--- config.mk ---
export PLATFORM = sky130hd
export DESIGN_NAME = qdc_event_readout_regs
export DESIGN_NICKNAME = d
export VERILOG_FILES = /design/src/rtl/qdc_readout_pkg.sv /design/src/rtl/qdc_event_readout_regs.sv
export VERILOG_INCLUDE_DIRS = /design/src /design/src/rtl
export SDC_FILE = /design/constraint.sdc
export NUM_CORES = 2
export LEC_CHECK = 0
export BUFFER_PORTS_ARGS = -buffer_cell sky130_fd_sc_hd__buf_4
export CORE_ASPECT_RATIO = 1.4
export CORE_MARGIN = 2
export CORE_UTILIZATION = 55
export DETAILED_ROUTE_END_ITERATION = 8
export HOLD_SLACK_MARGIN = 0.02
export PLACE_DENSITY = 0.72
export SYNTH_ARGS = -nofsm -noshare
export SYNTH_HDL_FRONTEND = slang
export SYNTH_SLANG_ARGS = --single-unit
--- constraint.sdc ---
create_clock -name i_clk_sys -period 18.7 [get_ports i_clk_sys]
set_input_delay 0.935 -clock i_clk_sys [delete_from_list [all_inputs] [get_ports i_clk_sys]]
set_output_delay 0.935 -clock i_clk_sys [all_outputs]
set_load 0.03 [all_outputs]
--- src/rtl/qdc_readout_params.svh ---
// Constants for the event readout register bank.
`ifndef QDC_READOUT_PARAMS_SVH
`define QDC_READOUT_PARAMS_SVH
`define OFS_FW_REV 16'h1000
`define OFS_SLOT 16'h1002
`define OFS_CHAIN 16'h1004
`define OFS_SET1 16'h1006
`define OFS_CLR1 16'h1008
`define OFS_IRQ_LVL 16'h100A
`define OFS_IRQ_VEC 16'h100C
`define OFS_BUF_TOP 16'h07FC
`define TYPE_HEADER 3'h0_2
`define TYPE_DATUM 3'h0_0
`define TYPE_TRAILER 3'h0_4
`define TYPE_INVALID 3'h0_6
`define CHAIN_RESET 8'h00AA
`define SLOT_DEFAULT 5'h1F
`define BIT_BUS_ERR 3
`define BIT_SEL_ADDR 4
`define BIT_SW_RESET 7
`define SET1_MASK 16'h0098
`define IRQ_LVL_RESET 3'h0
`define IRQ_VEC_RESET 8'h00
`define BELOW_BIT 13
`define OVER_BIT 12
`endif

--- src/rtl/qdc_readout_pkg.sv ---
// Types shared by the event readout register bank.
package qdc_readout_pkg;
	typedef logic [31:0] word_t;
	typedef logic [15:0] reg16_t;
	typedef enum logic [1:0] {
		ST_IDLE,
		ST_HEADER,
		ST_DATA,
		ST_TRAILER
	} build_e;
endpackage

--- src/rtl/qdc_event_readout_regs.sv ---
// Event word formatter, event buffer and basic control registers.
//
// Notes on behaviour
// RQ1: Header: slot, type 010, crate, count.
// RQ2: Data word: type 000, channel number field.
// RQ3: Bit 13 flags value below threshold.
// RQ4: Bit 12 overflow; bits 11..0 value.
// RQ5: Trailer type 100 with 24-bit event count.
// RQ6: Not-valid type 110 lacks slot field.
// RQ7: Empty buffer read returns not-valid word.
// RQ8: Channels stored interleaved by halves.
// RQ9: Suppressed channels omitted, order kept.
// RQ10: Empty events not stored under suppression.
// RQ11: Read-only 16-bit firmware revision.
// RQ12: Slot register loads from slot lines on reset.
// RQ13: Without slot lines, writable, default ones.
// RQ14: With slot lines, slot writes unacknowledged.
// RQ15: Master resets after slot write to apply.
// RQ16: Chain address register resets to 0xAA.
// RQ17: Set register sets bits written one.
// RQ18: Clear register clears bits written one.
// RQ19: Bus error flag cleared by both resets.
// RQ20: Address source: switch or decoder registers.
// RQ21: Software reset holds until cleared.
// RQ22: Interrupt level three bits, status byte.
`include "qdc_readout_params.svh"
`timescale 1ns/100ps
`default_nettype none
module qdc_event_readout_regs #(
	parameter int NCH = 32,
	parameter int DEPTH = 128,
	parameter logic [15:0] FW_REV = 16'h0000, // Arbitrary value.
	parameter bit HAS_SLOT_LINES = 1'b1
)(
	// Clock and reset.
	input wire logic i_clk_sys,
	input wire logic i_nrst,
	// Register port, 16-bit offset within the module.
	input wire logic i_reg_rd,
	input wire logic i_reg_wr,
	input wire logic [15:0] i_reg_addr,
	input wire logic [15:0] i_reg_wdata,
	output logic [31:0] o_reg_rdata,
	output logic o_reg_ack,
	// Backplane and configuration inputs.
	input wire logic [4:0] i_slot_number,
	input wire logic [7:0] i_crate,
	input wire logic [7:0] i_switch_base,
	input wire logic [7:0] i_address_decoder_reg,
	input wire logic i_bus_error_event,
	input wire logic i_zero_suppress,
	input wire logic i_keep_below,
	input wire logic [23:0] i_event_count,
	// Converted event input, all channels at once.
	input wire logic i_conv_valid,
	input wire logic [NCH*12-1:0] i_conv_value,
	input wire logic [NCH-1:0] i_conv_over,
	input wire logic [NCH-1:0] i_conv_below,
	input wire logic [NCH-1:0] i_chan_enable,
	// Status outputs.
	output logic o_conv_ready,
	output logic [7:0] o_base_addr,
	output logic o_module_reset,
	output logic [2:0] o_irq_level,
	output logic o_irq_enable,
	output logic [7:0] o_irq_status_id,
	output logic o_buf_empty
);
	import qdc_readout_pkg::*;

	localparam int HALF = NCH / 2;
	localparam int AW = $clog2(DEPTH);
	localparam int CW = $clog2(NCH);

	// Refuse channel counts and depths that the builder cannot serve.
	if (NCH != 32 && NCH != 16)
	begin : g_bad_nch
		$error("NCH must be 16 or 32");
	end
	if (DEPTH < NCH + 2 || (DEPTH & (DEPTH - 1)) != 0)
	begin : g_bad_depth
		$error("DEPTH must be a power of two above NCH+2");
	end

	////////////////////////////////////////////////////////////////////////
	// Control registers.
	logic [4:0] slot_r;
	logic [7:0] chain_r;
	reg16_t set1_r;
	logic [2:0] irq_lvl_r;
	logic [7:0] irq_vec_r;
	logic sw_reset;
	logic slot_load_r;
	logic wr_slot, wr_chain, wr_set1, wr_clr1, wr_lvl, wr_vec;

	assign wr_slot = i_reg_wr && i_reg_addr == `OFS_SLOT;
	assign wr_chain = i_reg_wr && i_reg_addr == `OFS_CHAIN;
	assign wr_set1 = i_reg_wr && i_reg_addr == `OFS_SET1;
	assign wr_clr1 = i_reg_wr && i_reg_addr == `OFS_CLR1;
	assign wr_lvl = i_reg_wr && i_reg_addr == `OFS_IRQ_LVL;
	assign wr_vec = i_reg_wr && i_reg_addr == `OFS_IRQ_VEC;
	assign sw_reset = set1_r[`BIT_SW_RESET];

	// The slot value is captured on the first edge after a hardware reset, and from one edge late on every edge while a software reset is held.
	always_ff @(posedge i_clk_sys or negedge i_nrst)
	begin
		if (!i_nrst)
			slot_load_r <= 1'b1;
		else
			slot_load_r <= sw_reset;
	end

	always_ff @(posedge i_clk_sys or negedge i_nrst)
	begin
		if (!i_nrst)
			slot_r <= `SLOT_DEFAULT;
		// RQ12: capture slot lines
		else if (slot_load_r && HAS_SLOT_LINES)
			slot_r <= i_slot_number;
		// RQ13: writable without lines
		else if (wr_slot && !HAS_SLOT_LINES)
			slot_r <= i_reg_wdata[4:0];
	end

	// RQ16: chain address default
	always_ff @(posedge i_clk_sys or negedge i_nrst)
	begin
		if (!i_nrst)
			chain_r <= `CHAIN_RESET;
		else if (wr_chain)
			chain_r <= i_reg_wdata[7:0];
	end

	always_ff @(posedge i_clk_sys or negedge i_nrst)
	begin
		if (!i_nrst)
			set1_r <= 16'h0000;
		else
		begin
			// RQ17: write one sets
			if (wr_set1)
				set1_r <= set1_r | (i_reg_wdata & `SET1_MASK);
			// RQ18: write one clears
			else if (wr_clr1)
				set1_r <= set1_r & ~(i_reg_wdata & `SET1_MASK);
			// RQ19: soft reset clears flag
			if (sw_reset && !wr_clr1)
				set1_r[`BIT_BUS_ERR] <= 1'b0;
			// RQ19: flag set wins clear
			if (i_bus_error_event)
				set1_r[`BIT_BUS_ERR] <= 1'b1;
		end
	end

	always_ff @(posedge i_clk_sys or negedge i_nrst)
	begin
		if (!i_nrst)
		begin
			irq_lvl_r <= `IRQ_LVL_RESET;
			irq_vec_r <= `IRQ_VEC_RESET;
		end
		else
		begin
			if (wr_lvl)
				irq_lvl_r <= i_reg_wdata[2:0];
			if (wr_vec)
				irq_vec_r <= i_reg_wdata[7:0];
		end
	end

	////////////////////////////////////////////////////////////////////////
	// Event builder and buffer.
	word_t mem [DEPTH];
	logic [AW:0] wr_ptr_r, rd_ptr_r, wr_cur_r;
	logic [NCH*12-1:0] val_r;
	logic [NCH-1:0] ovr_r, blw_r, keep_r;
	logic [CW-1:0] idx_r;
	logic [5:0] cnt_r;
	build_e st_r;
	logic [CW-1:0] chan;
	logic [NCH-1:0] keep;
	logic [AW:0] used;
	logic [11:0] cur_val;
	logic empty;
	logic take;

	genvar g;
	generate
		for (g = 0; g < NCH; g++)
		begin : g_keep
			// RQ9: drop suppressed channels
			assign keep[g] = i_chan_enable[g] && !i_conv_over[g] &&
				(!i_conv_below[g] || i_keep_below);
		end
	endgenerate

	// RQ8: interleave halves
	assign chan = idx_r[0] ? CW'(HALF + int'(idx_r[CW-1:1])) :
		CW'(idx_r[CW-1:1]);
	assign cur_val = val_r[chan*12 +: 12];
	assign used = wr_cur_r - rd_ptr_r;
	assign empty = wr_ptr_r == rd_ptr_r;
	assign take = i_conv_valid && o_conv_ready &&
		(|keep || !i_zero_suppress);

	// Ready is registered and drops on the edge that takes an event.
	always_ff @(posedge i_clk_sys or negedge i_nrst)
	begin
		if (!i_nrst)
			o_conv_ready <= 1'b0;
		else
			o_conv_ready <= st_r == ST_IDLE && !take && !sw_reset &&
				used <= (AW+1)'(DEPTH - NCH - 2);
	end

	always_ff @(posedge i_clk_sys or negedge i_nrst)
	begin
		if (!i_nrst)
		begin
			st_r <= ST_IDLE;
			val_r <= '0;
			ovr_r <= '0;
			blw_r <= '0;
			keep_r <= '0;
			idx_r <= '0;
			cnt_r <= 6'h00;
			wr_ptr_r <= '0;
			wr_cur_r <= '0;
		end
		else if (sw_reset)
		begin
			st_r <= ST_IDLE;
			wr_ptr_r <= '0;
			wr_cur_r <= '0;
		end
		else
		begin
			case (st_r)
				ST_IDLE:
				begin
					// RQ10: skip empty events
					if (take)
					begin
						val_r <= i_conv_value;
						ovr_r <= i_conv_over;
						blw_r <= i_conv_below;
						keep_r <= i_zero_suppress ? keep : i_chan_enable;
						cnt_r <= 6'($countones(i_zero_suppress ?
							keep : i_chan_enable));
						idx_r <= '0;
						wr_cur_r <= wr_ptr_r + 1'b1;
						st_r <= ST_HEADER;
					end
				end
				ST_HEADER:
					st_r <= ST_DATA;
				ST_DATA:
				begin
					if (keep_r[chan])
						wr_cur_r <= wr_cur_r + 1'b1;
					if (idx_r == CW'(NCH - 1))
						st_r <= ST_TRAILER;
					idx_r <= idx_r + 1'b1;
				end
				ST_TRAILER:
				begin
					// RQ10: commit stored event
					wr_ptr_r <= wr_cur_r + 1'b1;
					wr_cur_r <= wr_cur_r + 1'b1;
					st_r <= ST_IDLE;
				end
				default:
					st_r <= ST_IDLE;
			endcase
		end
	end

	always_ff @(posedge i_clk_sys)
	begin
		case (st_r)
			ST_HEADER:
				// RQ1: header word
				mem[wr_ptr_r[AW-1:0]] <= {slot_r, `TYPE_HEADER, i_crate,
					2'b00, cnt_r, 8'h00};
			ST_DATA:
				// RQ2: data word fields
				if (keep_r[chan])
					mem[wr_cur_r[AW-1:0]] <= {slot_r, `TYPE_DATUM,
						3'b000, (NCH == 16) ? {chan[3:0], 1'b0} : 5'(chan),
						2'b00,
						// RQ3: below threshold bit
						blw_r[chan],
						// RQ4: overflow and value
						ovr_r[chan], cur_val};
			ST_TRAILER:
				// RQ5: trailer with count
				mem[wr_cur_r[AW-1:0]] <= {slot_r, `TYPE_TRAILER,
					i_event_count};
			default:
				;
		endcase
	end

	////////////////////////////////////////////////////////////////////////
	// Register read and acknowledge.
	logic rd_buf;
	assign rd_buf = i_reg_addr <= `OFS_BUF_TOP;

	always_ff @(posedge i_clk_sys or negedge i_nrst)
	begin
		if (!i_nrst)
			rd_ptr_r <= '0;
		else if (sw_reset)
			rd_ptr_r <= '0;
		else if (i_reg_rd && rd_buf && !empty)
			rd_ptr_r <= rd_ptr_r + 1'b1;
	end

	always_ff @(posedge i_clk_sys or negedge i_nrst)
	begin
		if (!i_nrst)
		begin
			o_reg_rdata <= 32'h0000_0000;
			o_reg_ack <= 1'b0;
		end
		else
		begin
			o_reg_ack <= 1'b0;
			o_reg_rdata <= 32'h0000_0000;
			if (i_reg_rd)
			begin
				o_reg_ack <= 1'b1;
				if (rd_buf)
					// RQ7: not-valid when empty
					// RQ6: not-valid lacks slot
					o_reg_rdata <= empty ? {5'h00, `TYPE_INVALID, 24'h00_0000}
						: mem[rd_ptr_r[AW-1:0]];
				else
					case (i_reg_addr)
						// RQ11: firmware revision
						`OFS_FW_REV: o_reg_rdata <= {16'h0000, FW_REV};
						`OFS_SLOT: o_reg_rdata <= {27'h000_0000, slot_r};
						`OFS_CHAIN: o_reg_rdata <= {24'h00_0000, chain_r};
						`OFS_SET1: o_reg_rdata <= {16'h0000, set1_r};
						`OFS_IRQ_LVL: o_reg_rdata <= {29'h0000_0000, irq_lvl_r};
						`OFS_IRQ_VEC: o_reg_rdata <= {24'h00_0000, irq_vec_r};
						default: o_reg_rdata <= 32'h0000_0000;
					endcase
			end
			// RQ14: no ack with slot lines
			else if (i_reg_wr)
				o_reg_ack <= !(wr_slot && HAS_SLOT_LINES);
		end
	end

	////////////////////////////////////////////////////////////////////////
	// Status outputs.
	always_ff @(posedge i_clk_sys or negedge i_nrst)
	begin
		if (!i_nrst)
		begin
			o_base_addr <= 8'h00;
			o_module_reset <= 1'b0;
			o_irq_level <= `IRQ_LVL_RESET;
			o_irq_enable <= 1'b0;
			o_irq_status_id <= `IRQ_VEC_RESET;
			o_buf_empty <= 1'b1;
		end
		else
		begin
			// RQ20: base address source
			o_base_addr <= set1_r[`BIT_SEL_ADDR] ? i_address_decoder_reg :
				i_switch_base;
			// RQ21: held software reset
			o_module_reset <= sw_reset;
			// RQ22: level zero disables
			o_irq_level <= irq_lvl_r;
			o_irq_enable <= irq_lvl_r != 3'h0;
			o_irq_status_id <= irq_vec_r;
			o_buf_empty <= empty;
		end
	end
endmodule
`default_nettype wire

==> metrics.txt <==
post-CTS repair timing setup buffer count 0; flop2flop setup slack 11.64 ns; Hold Path Stages 2; worst path required time 19.40 ns; syn nets 8892; Period Utilization, post-route 37.7%; Die Y 682 um; Non-Filler Cell Area, Final 0.205 mm2; Hold Path Origin i_conv_value[259]; synth warn 0; GRT overflow 0; GPL Wtd Cong 0.923; core area 0.328 mm2; HP Class input port to flop; clock buffer count from CTS 408; Distinct cells, synth 81; Crit Reg-Reg Endpoint o_reg_rdata[30]$_DFF_PN0_; Arr. time, crit path 7.76 ns; CTS tree done; Worst-path clk slew 0.07 ns; Starting Density 55.2%; CP Max Fanout 126; Area after DPL 0.192 mm2; Iter 0 DRT Violations 12329; final core occ 62.7%; Synth top area share 65.9%; post-DP HPWL 292000 um; Sink Count 4568; fmax 0.142 GHz; DRC violations left 0; hold buffers post-CTS 1; largest net degree at the start of global routing 164; htree depth 5; Max Cap Viol 0; Filler cells 21949; Die W 489 um; Worst Skew 0.0576 ns; sequential share of the synthesized area 74.2%; clk_lat worst skew 0.95 ns; Slew headroom 2.98%; R2R depth 10; critical path launch point type flop; drt total wl 501000 um; DR vias 91709; setup_tns 0 ns; slew of the pin with the lowest slew margin 1.46 ns; CTS resizes 0; layout cell share with drive strength beyond 1 32.9%; Final Max Tran Viols 0; antenna violations before repair 31; Post-Syn Instances 8271; per-cell routed wire length 36.1 um; status finished clean; Synth async-reset ratio 13.1%; mapped cell area 0.181 mm2; Setup WS pre-CTS 11.57 ns; synth top area cells edfxtp_1 66%, mux4_2 16%, dfrtp_1 8.2%; total track usage 30.2%; Post-synth EDFFs 3968; buffer levels on the longest clock path 4; DR pass1 iterations 5; worst vdd ir 0.0992 mV; Setup-failing EPs final 0; Synth area leader edfxtp_1; RSZ-0062 raised after global routing no; Leak 70.1 nW; Top Ports 629; Pwr Density 140 mW/mm2; Synth Flop Type edfxtp_1; first-pass GRT wire length 703000 um; Net count, final 9727; Via density 6.61; vias in the first global route 95371; port buffer count 619; final hold vios 0; Die Area 0.333 mm2; FF+latch count, synth 4568; Routed Antenna Nets 0; WS Path Type flop to flop; Avg Inst Size Synth 21.9 um2; hold endpoint val_r[259]$_DFFE_PN0P_; worst reg2reg startpoint rd_ptr_r[1]$_DFFE_PN0P_; Final Critical Period 7.06 ns; cell row count 249; CP endpoint kind flop; Clock Tree Root clkbuf_16; setup slack after layout 11.64 ns; Synth-to-Final Area Change 13.6%
==> cell families after synthesis <==
family,share of synthesized area [%]
flip-flops,74.2
multiplexers,19.6
AO/OA/AOI/OAI,2.79
buffers and inverters,1.50
AND/OR/NAND/NOR,1.28
adder cells (fa/ha/maj),0.436
XOR/XNOR,0.165
other,0.00207
==> worst max path at each step <==
stage,startpoint,endpoint,slack (ns)
finish,rd_ptr_r[1]$_DFFE_PN0P_,o_reg_rdata[30]$_DFF_PN0_,11.64
global placement,i_zero_suppress,cnt_r[4]$_DFFE_PN0P_,11.48
global route,rd_ptr_r[0]$_DFFE_PN0P_,o_reg_rdata[8]$_DFF_PN0_,11.42
detailed placement,i_zero_suppress,cnt_r[4]$_DFFE_PN0P_,11.57
floorplan,st_r[0]$_DFFE_PN0P_,mem[0][20]$_DFFE_PP_,7.90
CTS,rd_ptr_r[0]$_DFFE_PN0P_,o_reg_rdata[10]$_DFF_PN0_,11.74
==> layer usage <==
layer / wire (um) / vias to the layer above / track usage [%]
met2: 252000 / 5553 / 50.3
li1: - / 36570 / -
met3: 50700 / 1070 / 6.33
met5: 54 / - / 0
met4: 33100 / 10 / 16.9
met1: 165000 / 48506 / 36.9
==> Yosys cell counts (all sizes together), types with 5 or more instances <==
cell and count:
buf 315, clkinv 5, dfstp 11, mux2i 121
o32ai 11, nor3b 7, or4 23, o21ai 115
nor4 11, o211ai 7, o221ai 37, nor2b 21
nand3 33, o22ai 56, mux4 1278, a22o 53
and3 7, a211o 8, nor3 50, inv 64
a31oi 8, and2 8, a21o 9, a2111oi 13
clkbuf 177, nor2 96, a221o 5, a22oi 172
or3 9, nand2b 23, a211oi 34, edfxtp 3968
dfrtp 589, nand4 10, xor2 8, ha 23
fa 25, a221oi 52, a21oi 82, o2111ai 7
xnor2 26, nand2 152, mux2 489
==> cells in the final DEF (no fill, tap or decap), types with 92 or more instances in the layout <==
cell / synthesis / final
mux2_1: 398 / 398
nand2_1: 152 / 152
mux2i_1: 121 / 121
a22oi_2: 0 / 128
dfrtp_1: 589 / 580
mux4_2: 1278 / 1278
nor2_1: 96 / 92
buf_4: 54 / 904
edfxtp_1: 3968 / 3968
clkbuf_16: 0 / 416
==> cell type report <==
class,count,area (um2),share of cell area (%)
Clock buffer,503,10800,5.27
Tap cell,4392,5500,2.68
Multi-Input combinational cell,3142,44900,21.9
Antenna cell,45,113,0.0548
Inverter,69,267,0.130
Sequential cell,4568,134000,65.3
Timing Repair Buffer,917,7030,3.42
Clock inverter,244,2560,1.25
==> stage by stage <==
step,hold slack [ns],cells,power [mW]
after floorplan,0.370,8271,18.2
after global placement,0.389,13087,20.3
after detailed placement,0.390,13087,20.5
after CTS,0.144,13835,28.9
after global routing,0.174,13866,29.7
final,0.205,13880,28.8
==> flip-flops by register name (all words and copies together) (netlist names), 2 cells and up, named ones only <==
register         flops
mem               3968
val_r              384
blw_r               32
keep_r              32
ovr_r               32
o_reg_rdata         31
chain_r              8
irq_vec_r            8
o_base_addr          8
o_irq_status_id      8
rd_ptr_r             8
wr_cur_r             8
wr_ptr_r             8
cnt_r                6
idx_r                5
slot_r               5
irq_lvl_r            3
o_irq_level          3
st_r                 2
==> report_power, final <==
group,leakage [nW],internal [mW],switching (mW),total [mW]
sequential,45.5,12.9,0.390,13.2
clock,6.53,4.79,3.71,8.50
combinational,18.1,2.78,4.27,7.05
==> worst max-delay path, cell delays in order, from the launching register on <==
cell and delay (ns):
dfrtp_4 0.82, buf_12 0.61, buf_4 0.81, buf_4 0.94
buf_4 0.90, mux4_2 0.38, mux4_2 0.44, nor3_1 0.10
nor3_1 0.37, a21oi_1 0.12, nor2_1 0.97
(Power assumes the default switching activity.)
